`src/rtl/tss_pkg.sv`:
```
// shared types and constants of the display supply sequencer
// assumes a single 100 MHz clock and comparator flags from the analog side
package tss_pkg;

  // clock rate and documented times
  localparam int unsigned CLK_HZ = 100_000_000;
  localparam int unsigned MAIN_TO_NEG_MS = 16;
  localparam int unsigned NEG_TO_POS_MS = 4;
  localparam int unsigned SOFT_PHASE_MS = 1;

  localparam int unsigned TMR_W = 21;
  // least times, whole cycles (exact at this rate)
  localparam logic [TMR_W-1:0] MAIN_TO_NEG_CYC = TMR_W'(MAIN_TO_NEG_MS * (CLK_HZ / 1000));
  localparam logic [TMR_W-1:0] NEG_TO_POS_CYC = TMR_W'(NEG_TO_POS_MS * (CLK_HZ / 1000));
  localparam logic [TMR_W-1:0] SOFT_PHASE_CYC = TMR_W'(SOFT_PHASE_MS * (CLK_HZ / 1000));

  // soft-start current limit steps, quarter to full
  localparam logic [1:0] LIMIT_FIRST = 2'h0;
  localparam logic [1:0] LIMIT_FULL = 2'h3;

  // sequencer stages in power-up order
  typedef enum {
    ST_OFF,
    ST_REF,
    ST_MAIN,
    ST_NEG,
    ST_POS,
    ST_READY
  } tss_state_t;

  // comparator flags: up = above power-up level, fault = below fault level
  typedef struct packed {
    logic refUp;
    logic refFault;
    logic mainBoostSenseUp;
    logic mainBoostSenseFault;
    logic negPumpSenseUp;
    logic negPumpSenseFault;
    logic posPumpSenseUp;
    logic posPumpSenseFault;
  } tss_sense_t;

  localparam tss_sense_t SENSE_RESET = '0;

  // converter controls
  typedef struct packed {
    logic refEnable;
    logic refPullDown;
    logic mainBoostEnable;
    logic [1:0] limitStep;
    logic negPumpEnable;
    logic posPumpEnable;
  } tss_drive_t;

  localparam tss_drive_t DRIVE_OFF = '{refEnable: 1'b0, refPullDown: 1'b1,
    mainBoostEnable: 1'b0, limitStep: LIMIT_FIRST, negPumpEnable: 1'b0, posPumpEnable: 1'b0};

endpackage

```
`src/rtl/tss_sequencer.sv`:
```
// power-up sequencer and fault supervisor for a three-output display supply
// assumes comparator flags and the power-off pin arrive asynchronously to mclk
`timescale 1ns/1ps

module tss_sequencer #(
  parameter bit DELAYED = 1'b0,
  parameter logic [tss_pkg::TMR_W-1:0] MAIN_TO_NEG_CYC = tss_pkg::MAIN_TO_NEG_CYC,
  parameter logic [tss_pkg::TMR_W-1:0] NEG_TO_POS_CYC = tss_pkg::NEG_TO_POS_CYC,
  parameter logic [tss_pkg::TMR_W-1:0] SOFT_PHASE_CYC = tss_pkg::SOFT_PHASE_CYC
) (
  input wire logic mclk,
  input wire logic reset_n,
  input wire logic power_off_request_n,
  input wire tss_pkg::tss_sense_t sensePins,
  output tss_pkg::tss_drive_t drive,
  input wire logic readyIn,
  output logic readyOut,
  output logic readyOe_n
);

  //////////////////////////////////////////////////////////////////////////////
  // input synchronisers

  tss_pkg::tss_sense_t senseMeta_q, sense_q;
  logic pwrMeta_q, pwrOn_q;

  always_ff @(posedge mclk or negedge reset_n) begin
    if (!reset_n) begin
      senseMeta_q <= tss_pkg::SENSE_RESET;
      sense_q <= tss_pkg::SENSE_RESET;
      pwrMeta_q <= 1'b0;
      pwrOn_q <= 1'b0;
    end else begin
      senseMeta_q <= sensePins;
      sense_q <= senseMeta_q;
      pwrMeta_q <= power_off_request_n;
      pwrOn_q <= pwrMeta_q;
    end
  end

  //////////////////////////////////////////////////////////////////////////////
  // stage decode

  function automatic logic atOrPast(tss_pkg::tss_state_t s, tss_pkg::tss_state_t stage);
    atOrPast = (s >= stage);
  endfunction

  tss_pkg::tss_state_t state_q, state_d;
  logic refSeen_q;
  logic [tss_pkg::TMR_W-1:0] mainTmr_q, negTmr_q, phaseTmr_q;
  logic [1:0] phase_q;

  // reference fault only counts after it was once good; the no-delay variant
  // leaves the reference stage before it has settled
  wire refFaultHit = refSeen_q && sense_q.refFault && atOrPast(state_q, tss_pkg::ST_MAIN);
  wire mainFaultHit = sense_q.mainBoostSenseFault && atOrPast(state_q, tss_pkg::ST_NEG);
  wire negFaultHit = sense_q.negPumpSenseFault && atOrPast(state_q, tss_pkg::ST_POS);
  wire posFaultHit = sense_q.posPumpSenseFault && (state_q == tss_pkg::ST_READY);
  wire mainDelayDone = !DELAYED || (mainTmr_q >= MAIN_TO_NEG_CYC);
  wire negDelayDone = !DELAYED || (negTmr_q >= NEG_TO_POS_CYC);
  wire mainOn = atOrPast(state_q, tss_pkg::ST_MAIN);
  wire negOn = atOrPast(state_q, tss_pkg::ST_NEG);

  //////////////////////////////////////////////////////////////////////////////
  // sequencer

  always_comb begin
    state_d = state_q;
    if (!pwrOn_q) begin
      state_d = tss_pkg::ST_OFF;
    end else if (refFaultHit) begin
      state_d = tss_pkg::ST_REF;
    end else if (mainFaultHit) begin
      state_d = tss_pkg::ST_MAIN;
    end else if (negFaultHit) begin
      state_d = tss_pkg::ST_NEG;
    end else if (posFaultHit) begin
      state_d = tss_pkg::ST_POS;
    end else begin
      case (state_q)
        tss_pkg::ST_OFF: state_d = tss_pkg::ST_REF;
        tss_pkg::ST_REF: begin
          // once seen good, a faulted reference must come back up before main restarts
          if (sense_q.refUp || (!DELAYED && !refSeen_q)) begin
            state_d = tss_pkg::ST_MAIN;
          end
        end
        tss_pkg::ST_MAIN: begin
          if (sense_q.mainBoostSenseUp && mainDelayDone) begin
            state_d = tss_pkg::ST_NEG;
          end
        end
        tss_pkg::ST_NEG: begin
          if (sense_q.negPumpSenseUp && negDelayDone) begin
            state_d = tss_pkg::ST_POS;
          end
        end
        tss_pkg::ST_POS: begin
          if (sense_q.posPumpSenseUp) begin
            state_d = tss_pkg::ST_READY;
          end
        end
        tss_pkg::ST_READY: state_d = tss_pkg::ST_READY;
        default: state_d = tss_pkg::ST_OFF;
      endcase
    end
  end

  always_ff @(posedge mclk or negedge reset_n) begin
    if (!reset_n) begin
      state_q <= tss_pkg::ST_OFF;
      refSeen_q <= 1'b0;
    end else begin
      state_q <= state_d;
      refSeen_q <= pwrOn_q && (refSeen_q || sense_q.refUp);
    end
  end

  //////////////////////////////////////////////////////////////////////////////
  // delay timers, cleared whenever their stage is off

  always_ff @(posedge mclk or negedge reset_n) begin
    if (!reset_n) begin
      mainTmr_q <= '0;
      negTmr_q <= '0;
    end else begin
      mainTmr_q <= !mainOn ? '0 : (mainDelayDone ? mainTmr_q : mainTmr_q + 1'b1);
      negTmr_q <= !negOn ? '0 : (negDelayDone ? negTmr_q : negTmr_q + 1'b1);
    end
  end

  //////////////////////////////////////////////////////////////////////////////
  // soft-start phases of the main boost current limit

  wire phaseEnd = (phaseTmr_q == SOFT_PHASE_CYC - 1'b1);

  always_ff @(posedge mclk or negedge reset_n) begin
    if (!reset_n) begin
      phase_q <= tss_pkg::LIMIT_FIRST;
      phaseTmr_q <= '0;
    end else if (!mainOn) begin
      phase_q <= tss_pkg::LIMIT_FIRST;
      phaseTmr_q <= '0;
    end else if (sense_q.mainBoostSenseUp) begin
      phase_q <= tss_pkg::LIMIT_FULL;
      phaseTmr_q <= '0;
    end else if (phase_q != tss_pkg::LIMIT_FULL) begin
      phase_q <= phaseEnd ? phase_q + 2'h1 : phase_q;
      phaseTmr_q <= phaseEnd ? '0 : phaseTmr_q + 1'b1;
    end
  end

  //////////////////////////////////////////////////////////////////////////////
  // outputs, registered from the next state; limitStep is registered from the current soft-start phase

  tss_pkg::tss_drive_t drive_d, drive_q;
  logic readyOe_n_q;

  always_comb begin
    drive_d.refEnable = atOrPast(state_d, tss_pkg::ST_REF);
    drive_d.refPullDown = !drive_d.refEnable;
    drive_d.mainBoostEnable = atOrPast(state_d, tss_pkg::ST_MAIN);
    drive_d.limitStep = phase_q;
    drive_d.negPumpEnable = atOrPast(state_d, tss_pkg::ST_NEG);
    drive_d.posPumpEnable = atOrPast(state_d, tss_pkg::ST_POS);
  end

  always_ff @(posedge mclk or negedge reset_n) begin
    if (!reset_n) begin
      drive_q <= tss_pkg::DRIVE_OFF;
      readyOe_n_q <= 1'b1;
    end else begin
      drive_q <= drive_d;
      readyOe_n_q <= (state_d != tss_pkg::ST_READY);
    end
  end

  // open drain: only ever pulls low; the pin level is not needed inside
  assign drive = drive_q;
  assign readyOut = 1'b0;
  assign readyOe_n = readyOe_n_q;

  //////////////////////////////////////////////////////////////////////////////
  // checks

  shutdown_all_off_a: assert property (
    @(posedge mclk) disable iff (!reset_n)
    !pwrOn_q |=> !drive_q.refEnable && drive_q.refPullDown && !drive_q.mainBoostEnable
      && !drive_q.negPumpEnable && !drive_q.posPumpEnable && readyOe_n_q)
    else $error("stage still on during shutdown");

  stage_order_a: assert property (
    @(posedge mclk) disable iff (!reset_n)
    (drive_q.posPumpEnable |-> drive_q.negPumpEnable)
      and (drive_q.negPumpEnable |-> drive_q.mainBoostEnable)
      and (drive_q.mainBoostEnable |-> drive_q.refEnable && !drive_q.refPullDown))
    else $error("stage on while an earlier one is off");

  restart_ref_a: assert property (
    @(posedge mclk) disable iff (!reset_n)
    $rose(pwrOn_q) |=> drive_q.refEnable ##1 drive_q.refEnable)
    else $error("sequence did not start at the reference");

  neg_delay_a: assert property (
    @(posedge mclk) disable iff (!reset_n)
    $rose(drive_q.negPumpEnable) |-> !DELAYED
      || ($past(mainTmr_q) >= MAIN_TO_NEG_CYC && $past(sense_q.mainBoostSenseUp)))
    else $error("negative pump enabled too early");

  pos_delay_a: assert property (
    @(posedge mclk) disable iff (!reset_n)
    $rose(drive_q.posPumpEnable) |-> $past(sense_q.negPumpSenseUp)
      && (!DELAYED || $past(negTmr_q) >= NEG_TO_POS_CYC))
    else $error("positive pump enabled too early");

  ready_release_a: assert property (
    @(posedge mclk) disable iff (!reset_n)
    (!readyOe_n_q && sense_q.posPumpSenseFault) |=> readyOe_n_q)
    else $error("ready held through a fault");

  ready_cause_a: assert property (
    @(posedge mclk) disable iff (!reset_n)
    $fell(readyOe_n_q) |-> $past(sense_q.posPumpSenseUp) && drive_q.posPumpEnable)
    else $error("ready without positive output up");

  neg_fault_keep_a: assert property (
    @(posedge mclk) disable iff (!reset_n)
    (negFaultHit && !mainFaultHit && !refFaultHit && pwrOn_q)
      |=> !drive_q.posPumpEnable && drive_q.negPumpEnable && drive_q.mainBoostEnable)
    else $error("wrong stages dropped on negative fault");

  soft_step_a: assert property (
    @(posedge mclk) disable iff (!reset_n)
    (mainOn && pwrOn_q && !sense_q.mainBoostSenseUp && phaseEnd
      && phase_q != tss_pkg::LIMIT_FULL && state_d >= tss_pkg::ST_MAIN)
      |=> phase_q == $past(phase_q) + 2'h1)
    else $error("soft-start phase did not advance");

endmodule // tss_sequencer

```
`config.mk`:
```
export PLATFORM = sky130hd
export DESIGN_NAME = tss_sequencer
export DESIGN_NICKNAME = d
export VERILOG_FILES = /design/src/rtl/tss_pkg.sv /design/src/rtl/tss_sequencer.sv
export SDC_FILE = /design/constraint.sdc
export NUM_CORES = 1
export LEC_CHECK = 0
export BUFFER_PORTS_ARGS = -buffer_cell sky130_fd_sc_hd__buf_2
export CAP_MARGIN = 10
export CORE_MARGIN = 3
export CORE_UTILIZATION = 30
export DETAILED_ROUTE_END_ITERATION = 16
export SYNTH_ARGS = -nofsm -noshare
export SYNTH_HDL_FRONTEND = slang
export SYNTH_SLANG_ARGS = --single-unit
```
`constraint.sdc`:
```
create_clock -name mclk -period 2.7 [get_ports mclk]
set_input_delay 0.27 -clock mclk [delete_from_list [all_inputs] [get_ports mclk]]
set_output_delay 0.27 -clock mclk [all_outputs]
set_load 0.05 [all_outputs]
```
# --- Word level (Yosys, flattened, before mapping) ---
# Cells that the tools add are included.
totals:
  ff_bits: 82
  latchBits: 0
  ram_bits: 0
  rom_bits: 0
  in_bits: 12
  out_inout_bits: 9
  elab_cells: 79
  n_memories: 0
classes:
  add_sub_neg: 2
  multipliers: 0
  div_mod_pow: 0
  magnitude_cmp: 7
  eq_ne: 11
  n_shift: 0
  n_mux: 18
  bitwise_logic: 0
  n_reduce_logical: 12
ops:
  columns: ["op", "n"]
  rows:
  - ["$mux 32", 9]
  - ["$pmux 32 s6", 1]
  - ["$ge 32x3->1 const B", 4]
  - ["$mux 21", 4]
  - ["$eq 32x2->1 const B", 2]
  - ["$eq 32x3->1 const B", 2]
  - ["$ge 32x4->1 const B", 2]
  - ["$eq 32x1->1 const B", 1]
  - ["$eq 32x4->1 const B", 1]
  - ["$ge 32x2->1 const B", 1]
  - ["$logic_not 32->1", 1]
  - ["$ne 32x4->1 const B", 1]
  - ["$add 21x1->21 const B", 1]
  - ["$eq 21x17->1 const B", 1]
  - ["$mux 2", 4]
  - ["$logic_and 1x1->1", 6]
  - ["$ne 3x2->1 const B", 2]
  - ["$add 2x1->2 const B", 1]
  - ["$logic_not 1->1", 2]
  - ["$logic_or 1x1->1", 2]
  - ["$ne 2x2->1 const B", 1]
  - ["$reduce_and 2->1", 1]

# --- Depth between registers and ports, before layout ---
# Gate-level depths: netlist (run 1).
logic_depth:
  depth_word: 11
  depth_mapped: 9
  depth_no_buf: 7

# --- Worst setup path before layout (run 1) ---
# No wires, ideal clock.
synth_path:
  path_type: "flip-flop to flip-flop"
  from: "register state_q[31]"
  to: "register phaseTmr_q[13] in the netlist's numbering"
  setup_time_ns: 0.126
  t_arrival_ns: 2.348
  t_required_ns: 2.574
  setup_slack_ns: 0.226
  stages_incl_launch_ff: 8
  n_path_buf: 1
  synth_period_minus_slack_ns: 2.474
  path_cell_list: "dfrtp_1 -> or4_4 -> or4_4 -> o31ai_4 -> nor3b_2 -> buf_2 -> o21ai_1 -> o31ai_1"
synth_between:
  elab_chain_cells: 2
  word_cells_on_any_way: 3
  classes_between: "1 x order compare; 1 x eq/ne; 1 x mux"
synth_rtl:
  columns: ["element", "line_no", "rtl"]
  rows:
  - ["start: declaration", "tss_sequencer.sv:48", "tss_pkg::tss_state_t state_q, state_d;"]
  - ["start signal: assignment", "tss_sequencer.sv:111", "state_q <= tss_pkg::ST_OFF;"]
  - ["start signal: assignment", "tss_sequencer.sv:114", "state_q <= state_d;"]
  - ["$ge 32x3->1 *", "tss_sequencer.sv:45", "atOrPast = (s >= stage);"]
  - ["$ne 3x2->1 (no source line) / $mux 21 (equally long branches)", null, null]
  - ["end signal: assignment", "tss_sequencer.sv:149", "phaseTmr_q <= phaseEnd ? '0 : phaseTmr_q + 1'b1;"]
  - ["end: declaration", "tss_sequencer.sv:50", "logic [tss_pkg::TMR_W-1:0] mainTmr_q, negTmr_q, phaseTmr_q;"]
# Mark *: on every way between the ends. The rest lies on a longest branch, timed or not.
# A chain may end at the register's enable or synchronous reset.

# --- Final worst setup path (run 1) ---
layout_path:
  from: "register state_q[31]"
  to: "register phaseTmr_q[15] in the netlist's numbering"
# The elaborated chain is that of the path after synthesis.

==> results of run 1 <==
## sequential cells by signal, indices dropped and copies added, names as in the netlist
| name | count |
|---|---|
| senseMeta_q | 8 |
| phase_q | 2 |
| refSeen_q | 1 |
| phaseTmr_q | 21 |
| sense_q | 8 |
| state_q | 32 |
| pwrOn_q | 1 |
| drive | 7 |
| readyOe_n | 1 |
| pwrMeta_q | 1 |
## routing by layer
| metal | vias to the layer above | track usage |
|---|---|---|
| li1 | 1062 | - |
| met1 | 1039 | 0.127 |
| met2 | 31 | 0.162 |
| met3 | 8 | 0.0343 |
| met4 | 0 | 0.0406 |
| met5 | - | 0 |
## cell usage after synthesis (3+ instances only)
cell | count | area [sq um]
dfrtp_1 | 80 | 2000
nor2_1 | 19 | 71.3
nand2_1 | 16 | 60.1
o21ai_1 | 14 | 70.1
a21oi_1 | 13 | 65.1
inv_1 | 11 | 41.3
nor3_1 | 11 | 55.1
or3_1 | 10 | 62.6
nand3_1 | 7 | 35.0
nor4_1 | 6 | 37.5
o21ai_0 | 6 | 30.0
nor2b_1 | 5 | 31.3
o31ai_1 | 5 | 37.5
nand2b_1 | 4 | 25.0
nand4_1 | 4 | 25.0
and3_1 | 3 | 18.8
buf_4 | 3 | 22.5
clkbuf_1 | 3 | 11.3
or4_1 | 3 | 22.5
xnor2_1 | 3 | 26.3
## power by group through the flow
stage	combinational [W]	sequential, W	clock, W
global route	0.000155	0.00130	0.000881
detailed placement	0.000131	0.00132	0
global placement	0.000129	0.00132	0
floorplan	0.0000604	0.00133	0
CTS	0.000138	0.00129	0.000831
finish	0.000136	0.00129	0.000794
## critical path: stages, from the launching register on
cell,delay [ns]
dfrtp_1,0.39
or4_4,0.55
or4_4,0.58
o31ai_4,0.28
buf_4,0.19
nor3b_2,0.16
o21ai_1,0.17
o31ai_1,0.09
## final timing paths
check,from,end,slack (ns),depth (start not counted)
worst max-delay path,state_q[31],phaseTmr_q[15],0.17,7
worst max register to register,state_q[31],phaseTmr_q[15],0.17,7
min in group asynchronous,reset_n,pwrMeta_q,0.07,1
max in group asynchronous,reset_n,state_q[15],2.01,1
worst min-delay path,sensePins[4],senseMeta_q[4],0.03,1
worst min register to register,senseMeta_q[5],sense_q[5],0.35,0
## metrics by stage
step / cell area (sq um) / hold WS [ns] / util / worst slack [ns] / power, W
2_1_floorplan: 3290 / -0.0256 / - / 0.226 / 0.00139
3_3_place_gp: 3580 / 0.332 / 0.357 / 0.201 / 0.00145
3_5_place_dp: 3580 / 0.335 / 0.357 / 0.173 / 0.00145
4_1_cts: 3820 / 0.00290 / 0.380 / 0.160 / 0.00226
5_1_grt: 3830 / 0.000712 / 0.381 / 0.0212 / 0.00234
6_report: 3830 / 0.0253 / 0.381 / 0.166 / 0.00222
## cell families after synthesis
family | synth area share
xor+xnor | 0.00825
simple gates | 0.187
other cells | 0.00118
fa+ha+maj | 0.00786
mux | 0.0102
compound gates | 0.115
flops | 0.645
buf+inv | 0.0251
## cell usage in the layout, fill, tap and decap left out, types with 9 or more instances in the layout
cell type,count
a21oi_1,13
buf_2,17
buf_4,10
clkbuf_8,9
conb_1,30
dfrtp_1,80
inv_1,11
nand2_1,16
nor2_1,19
nor3_1,11
o21ai_1,14
or3_1,10
## area by class of cell
cell class | count | area (sq um)
Sequential cell | 82 | 2050
Clock buffer | 10 | 128
Clock inverter | 6 | 51.3
Inverter | 11 | 41.3
Fill cell | 962 | 6210
Tap cell | 133 | 166
Multi-Input combinational cell | 197 | 1160
Timing Repair Buffer | 34 | 230
==> run summary, run 1 <==
Core Rows -> 36
Final hold violation count -> 0
Met3 routed WL -> 211 um
Pin slew with the least headroom to its limit -> 1.16 ns
CP required -> 2.93 ns
RSZ-0062 raised after global routing -> false
Slew Limit Headroom -> 0.224
Combinational Power Share -> 0.061
Ys async rst share -> 1.00
Highest routed metal layer -> met4
CTS tree -> yes
Critical Path Start Type -> flip-flop
Fin crit period -> 2.53 ns
Clock-pin slew on the worst setup and hold paths -> 0.08 ns
Tcrit/Tclk final -> 0.939
Nets@finish -> 349
DRT iter0 DRCs -> 94
Die width -> 109 um
Antenna violations before repair -> 0
CTS buffer count -> 9
Initial Util -> 0.317
Max-Cap Viols -> 0
ANT cells -> 0
Sw Pwr -> 0.000559 W
Synthesized flop and latch total -> 82
Worst Path Max Fanout -> 18
Grt ovf -> 0
Die Y -> 109 um
Met2 routed wirelength -> 2580 um
Synth Area per Inst -> 11.9 sq um
Skew final -> 0.0125 ns
Lkg Pwr -> 1.64 nW
Final setup TNS -> 0 ns
Number of global-route vias before repair -> 2,116
Largest net degree at the start of global routing -> 83
Power density cells -> 581 nW/um^2
Core area -> 10,000 sq um
Number of synthesized flops with an enable pin -> 0
Max Freq -> 0.395 GHz
Post-DP HPWL -> 3670 um
Arrival @ worst endpoint -> 2.76 ns
Non-filler cells, final -> 473
Endpoints failing setup -> 0
Avg WL per Cell -> 11.5 um
Die area -> 11,900 sq um
Resize count post-CTS -> 0
DP Cell Count -> 450
RePlAce Congestion -> 0.835
Register area share after synthesis -> 0.645
Worst-case clock buffer depth -> 2
Fin. max-slew vios -> 0
Post-Syn Area -> 3180 sq um
Clock Power Share -> 0.357
Mapped Cells -> 268
First-pass GRT wire length -> 9470 um
Net Sw Frac -> 0.251
Sink Count -> 82
Total number of vias -> 2,140
Yosys synthesis warning count -> 0
GR Util All Layers -> 0.102
Vias per cell -> 4.52
TritonRoute pass-1 iters -> 4
Number of post-CTS setup repair buffers -> 0
IO Port Bufs -> 18
WS Path Type -> reg -> reg
Register share of total power -> 0.582
WL final -> 5460 um
Nature of the critical path endpoint -> flip-flop
Root Driver -> clkbuf_8
Prevailing post-synth register cell -> dfrtp_1
Post-synthesis to final-layout area growth -> 20.3%
Hold Crit Class -> in -> reg
Outcome -> complete, no violations
Max VDD drop -> 0.351 mV
CTS Hold Bufs -> 6
Post-synthesis cell type count -> 54
Residual DRC -> 0
Post-route ant nets -> 0
Power Internal -> 0.00167 W
Skew-Pair Late Insertion Delay -> 0.35 ns
Top Ports -> 21
M1 WL -> 2600 um
H-Tree Depth -> 3
Fraction of layout cells with a size suffix above 1 -> 0.168
(Power assumes the default switching activity.)
==> run 2, diff against run 1 <==
--- a/config.mk
+++ b/config.mk
@@ -8,8 +8,10 @@
 export BUFFER_PORTS_ARGS = -buffer_cell sky130_fd_sc_hd__buf_2
 export CAP_MARGIN = 10
 export CORE_MARGIN = 3
-export CORE_UTILIZATION = 30
+export CORE_UTILIZATION = 60
+export CTS_BUF_LIST = sky130_fd_sc_hd__clkbuf_4 sky130_fd_sc_hd__clkbuf_8
 export DETAILED_ROUTE_END_ITERATION = 16
+export PLACE_DENSITY = 0.79
 export SYNTH_ARGS = -nofsm -noshare
 export SYNTH_HDL_FRONTEND = slang
 export SYNTH_SLANG_ARGS = --single-unit
==> constraint.sdc (replaced) <==
create_clock -name mclk -period 2.7 [get_ports mclk]
set_input_delay 0.135 -clock mclk [delete_from_list [all_inputs] [get_ports mclk]]
set_output_delay 0.135 -clock mclk [all_outputs]
set_load 0.05 [all_outputs]
==> run summary, run 2 (synthesis results as in run 1) <==
Outcome -> complete, no violations
# fillers -> 305
Critical Path Start Type -> flip-flop
RSZ-0062 raised after global routing -> false
Initial Util -> 0.648
Arrival @ worst endpoint -> 2.82 ns
ANT cells -> 0
DRT iter0 DRCs -> 248
IO Port Bufs -> 18
Hold Crit Class -> reg -> reg
Root Driver -> clkbuf_8
Lkg Pwr -> 1.65 nW
Critical path's slowest cell -> or4_4
Post-DP HPWL -> 3390 um
CTS buffer count -> 9
Worst path max stage delay -> 0.58 ns
Max VDD drop -> 0.492 mV
Vias per cell -> 5.30
Residual DRC -> 0
R2R depth -> 6
Worst Path Max Fanout -> 5
Commonest non-fill, non-tap cells in the layout -> dfrtp_1 (80), conb_1 (30), nor2_1 (19)
Max-Cap Viols -> 0
Final setup TNS -> 0 ns
Max Freq -> 0.392 GHz
Worst hold stages -> 0
TritonRoute pass-1 iters -> 4
Nets@finish -> 347
Hold Startpoint -> senseMeta_q[0]
Core Rows -> 25
CP Cell Sequence -> or4_4 > or4_4 > or2_4 > nor4_4 > and3b_1 > nand2_1
Sink Count -> 82
Crit path launch -> state_q[31]
Core area -> 4910 sq um
Grt ovf -> 0
Fin crit period -> 2.55 ns
Fraction of layout cells with a size suffix above 1 -> 0.157
GR Util All Layers -> 0.192
Post-synthesis to final-layout area growth -> 18.4%
WL final -> 5250 um
RePlAce Congestion -> 0.898
Die width -> 78.9 um
Biggest regs -> state_q: 32 flops, phaseTmr_q: 21 flops
Skew-Pair Late Insertion Delay -> 0.35 ns
Reg2Reg Setup Slack -> 0.15 ns
Die area -> 6220 sq um
Antenna violations before repair -> 0
Final setup margin -> 0.147 ns
WS Path Type -> reg -> reg
Biggest register -> state_q
RR Startpoint -> state_q[31]
Critical path depth -> 6
Number of global-route vias before repair -> 2,019
Slew Limit Headroom -> 0.216
CP top delay family -> simple AND/OR/NAND/NOR gates
Final hold violation count -> 0
First-pass GRT wire length -> 9080 um
Max reg flops -> 32
CTS tree -> yes
Fin. max-slew vios -> 0
Commonest non-fill, non-tap cell in the layout -> dfrtp_1
Tcrit/Tclk final -> 0.945
Post-route ant nets -> 0
CP most frequent cell -> or4_4
Die Y -> 78.9 um
Largest net degree at the start of global routing -> 83
Skew final -> 0.00654 ns
Clock-pin slew on the worst setup and hold paths -> 0.08 ns
Endpoints failing setup -> 0
CP Buf/Inv Count -> 0
Setup Slack @ Placement -> 0.174 ns
Total number of vias -> 2,147
CP required -> 2.97 ns
H-Tree Depth -> 3
Nature of the critical path endpoint -> flip-flop
Top Ports -> 21
Pin slew with the least headroom to its limit -> 1.17 ns
Avg WL per Cell -> 13.0 um
Worst-case clock buffer depth -> 2
Power density cells -> 618 nW/um^2
## run 2: repair_timing
action,CTS,global route
setup buffers,0,0
hold buffers,10,0
gates resized for setup,0,0
hold endpoints to repair,89,0
## run 2: final timing paths
path,end
setup / recovery,readyOe_n
min in group asynchronous,phaseTmr_q[16]
setup reg to reg,readyOe_n
max in group asynchronous,drive[1]
hold reg to reg,sense_q[0]
hold / removal,sense_q[0]
## run 2: routing by layer
layer,global-route usage,vias to the layer above,part of all wire
li1,-,1057,-
met4,0.127,0,0.029
met2,0.290,67,0.47
met5,0,-,0
met1,0.255,1009,0.45
met3,0.0374,14,0.057
## run 2: cell type report
cell class | instances | area [sq um] | area share
Inverter | 11 | 41.3 | 0.0110
Timing Repair Buffer | 32 | 223 | 0.0591
Sequential cell | 82 | 2050 | 0.545
Multi-Input combinational cell | 197 | 1160 | 0.307
Clock inverter | 6 | 71.3 | 0.0189
Tap cell | 67 | 83.8 | 0.0222
Clock buffer | 10 | 138 | 0.0365
## run 2: power breakdown
group	switching [W]	total [W]	internal (W)	leakage (nW)
clock network	0.000436	0.000896	0.000460	0.0995
registers	0.0000202	0.00129	0.00127	1.02
logic	0.0000896	0.000138	0.0000480	0.532
total	0.000546	0.00233	0.00178	1.65
## run 2: per-stage QoR
stage                     hold slack (ns)  total power, W  std cells   util  instance area [sq um]
after CTS                           0.354         0.00235        405  0.768                   3770
after global routing                0.360         0.00243        405  0.768                   3770
final                               0.351         0.00233        405  0.768                   3770
after global placement              0.242         0.00144        379  0.705                   3460
after floorplan                    -0.161         0.00139        297      -                   3290
after detailed placement            0.244         0.00145        379  0.705                   3460
==> run 3, diff against run 2 <==
==> constraint.sdc (replaced) <==
create_clock -name mclk -period 2.65 [get_ports mclk]
set_input_delay 0.1325 -clock mclk [delete_from_list [all_inputs] [get_ports mclk]]
set_output_delay 0.1325 -clock mclk [all_outputs]
set_load 0.05 [all_outputs]
==> run summary, run 3 (synthesis results as in run 1) <==
Outcome -> complete, no violations
CTS buffer count -> 9
Biggest regs -> state_q: 32 flops, phaseTmr_q: 21 flops
Worst Path Max Fanout -> 15
Die Y -> 78.9 um
Lkg Pwr -> 1.65 nW
WL final -> 5630 um
Nature of the critical path endpoint -> flip-flop
Sink of the worst hold path -> sense_q[7]
Commonest non-fill, non-tap cell in the layout -> dfrtp_1
GR Util All Layers -> 0.202
ANT cells -> 0
CP top delay family -> simple AND/OR/NAND/NOR gates
Max VDD drop -> 0.554 mV
Hold WS -> 0.352 ns
First-pass GRT wire length -> 9450 um
CP required -> 2.88 ns
TritonRoute pass-1 iters -> 4
Critical path's slowest cell -> or4_4
Total number of vias -> 2,185
Endpoints failing setup -> 0
Skew final -> 0.00786 ns
Initial Util -> 0.648
Final setup TNS -> 0 ns
WS Path Type -> reg -> reg
Post-route ant nets -> 0
RePlAce Congestion -> 0.903
Max reg flops -> 32
Avg WL per Cell -> 13.9 um
CTS Hold Bufs -> 10
Sink Count -> 82
Max-Cap Viols -> 0
Number of global-route vias before repair -> 2,114
Tcrit/Tclk final -> 0.975
Die area -> 6220 sq um
H-Tree Depth -> 3
Worst path max stage delay -> 0.58 ns
Slew Limit Headroom -> 0.264
Pin slew with the least headroom to its limit -> 1.10 ns
DP Cell Count -> 380
Top Ports -> 21
Grt ovf -> 0
Vias per cell -> 5.38
Skew-Pair Late Insertion Delay -> 0.35 ns
Residual DRC -> 0
Die width -> 78.9 um
Reg2Reg Setup Slack -> 0.07 ns
# fillers -> 335
Critical Path Start Type -> flip-flop
Power density cells -> 630 nW/um^2
Antenna violations before repair -> 0
Worst hold stages -> 0
Max Freq -> 0.387 GHz
Fraction of layout cells with a size suffix above 1 -> 0.159
Number of post-CTS setup repair buffers -> 0
Nets@finish -> 348
Post-DP HPWL -> 3590 um
CP Buf/Inv Count -> 0
DRT iter0 DRCs -> 161
Placed instance area -> 3470 sq um
Setup Slack @ Placement -> 0.0989 ns
Core Rows -> 25
Core area -> 4910 sq um
CP most frequent cell -> or4_4
RR Startpoint -> state_q[31]
Clock-pin slew on the worst setup and hold paths -> 0.08 ns
Non-filler cells, final -> 406
Hold Crit Class -> reg -> reg
CTS tree -> yes
Worst R2R End -> phaseTmr_q[11]
Fin. max-slew vios -> 0
Final hold violation count -> 0
Biggest register -> state_q
Final setup margin -> 0.0673 ns
Resize count post-CTS -> 0
CP Cell Sequence -> or4_4 > or4_4 > o31ai_4 > or4_2 > nand2b_1 > o22ai_1
Post-synthesis to final-layout area growth -> 18.5%
Fin crit period -> 2.58 ns
RSZ-0062 raised after global routing -> false
Largest net degree at the start of global routing -> 83
IO Port Bufs -> 18
Root Driver -> clkbuf_8
Commonest non-fill, non-tap cells in the layout -> dfrtp_1 (80), conb_1 (30), nor2_1 (19)
Hold Startpoint -> senseMeta_q[7]
Fin area -> 3770 sq um
Arrival @ worst endpoint -> 2.81 ns
R2R depth -> 6
Worst-case clock buffer depth -> 2
[run 3: changes by cell type in the layout (fill, tap and decap cells not counted)]
cell and delta:
clkbuf_8 -1, inv_8 +1, buf_4 +1
[run 3: layer usage]
metal / track usage / wire, um / up-vias
met4: 0.120 / 114 / 0
met1: 0.265 / 2480 / 1056
li1: - / - / 1059
met2: 0.306 / 2720 / 59
met5: 0 / 0 / -
met3: 0.0488 / 320 / 11
[run 3: cell type report]
type / instances / area (sq um) / share of cell area
Clock buffer: 9 / 124 / 0.0328
Tap cell: 67 / 83.8 / 0.0222
Timing Repair Buffer: 33 / 230 / 0.0610
Inverter: 11 / 41.3 / 0.0109
Clock inverter: 7 / 82.6 / 0.0219
Multi-Input combinational cell: 197 / 1160 / 0.307
Sequential cell: 82 / 2050 / 0.544
[run 3: worst max path at each step]
stage / to / depth (start not counted) / startpoint / slack, ns
2_1_floorplan: phaseTmr_q[13] / 7 / state_q[31] / 0.18
3_3_place_gp: phaseTmr_q[11] / 6 / state_q[31] / 0.14
3_5_place_dp: phaseTmr_q[9] / 6 / state_q[31] / 0.1
4_1_cts: drive[5] / 6 / state_q[31] / 0.1
5_1_grt: phaseTmr_q[9] / 6 / state_q[31] / 0.0002
6_report: phaseTmr_q[11] / 6 / state_q[31] / 0.07
[run 3: power by group]
group	internal, W	switching, W
logic	0.0000489	0.0000921
clock network	0.000449	0.000467
registers	0.00130	0.0000213
total	0.00180	0.000580
[run 3: worst reg2reg max path, stage by stage, from the launching register on]
cell and delay (ns):
dfrtp_1 0.39, or4_4 0.55, or4_4 0.58, o31ai_4 0.26, or4_2 0.32, nand2b_1 0.27, o22ai_1 0.09
[run 3: stage by stage]
step	total power [W]	utilization
floorplan	0.00142	-
global placement	0.00147	0.706
detailed placement	0.00147	0.706
CTS	0.00240	0.769
global route	0.00248	0.769
finish	0.00238	0.769
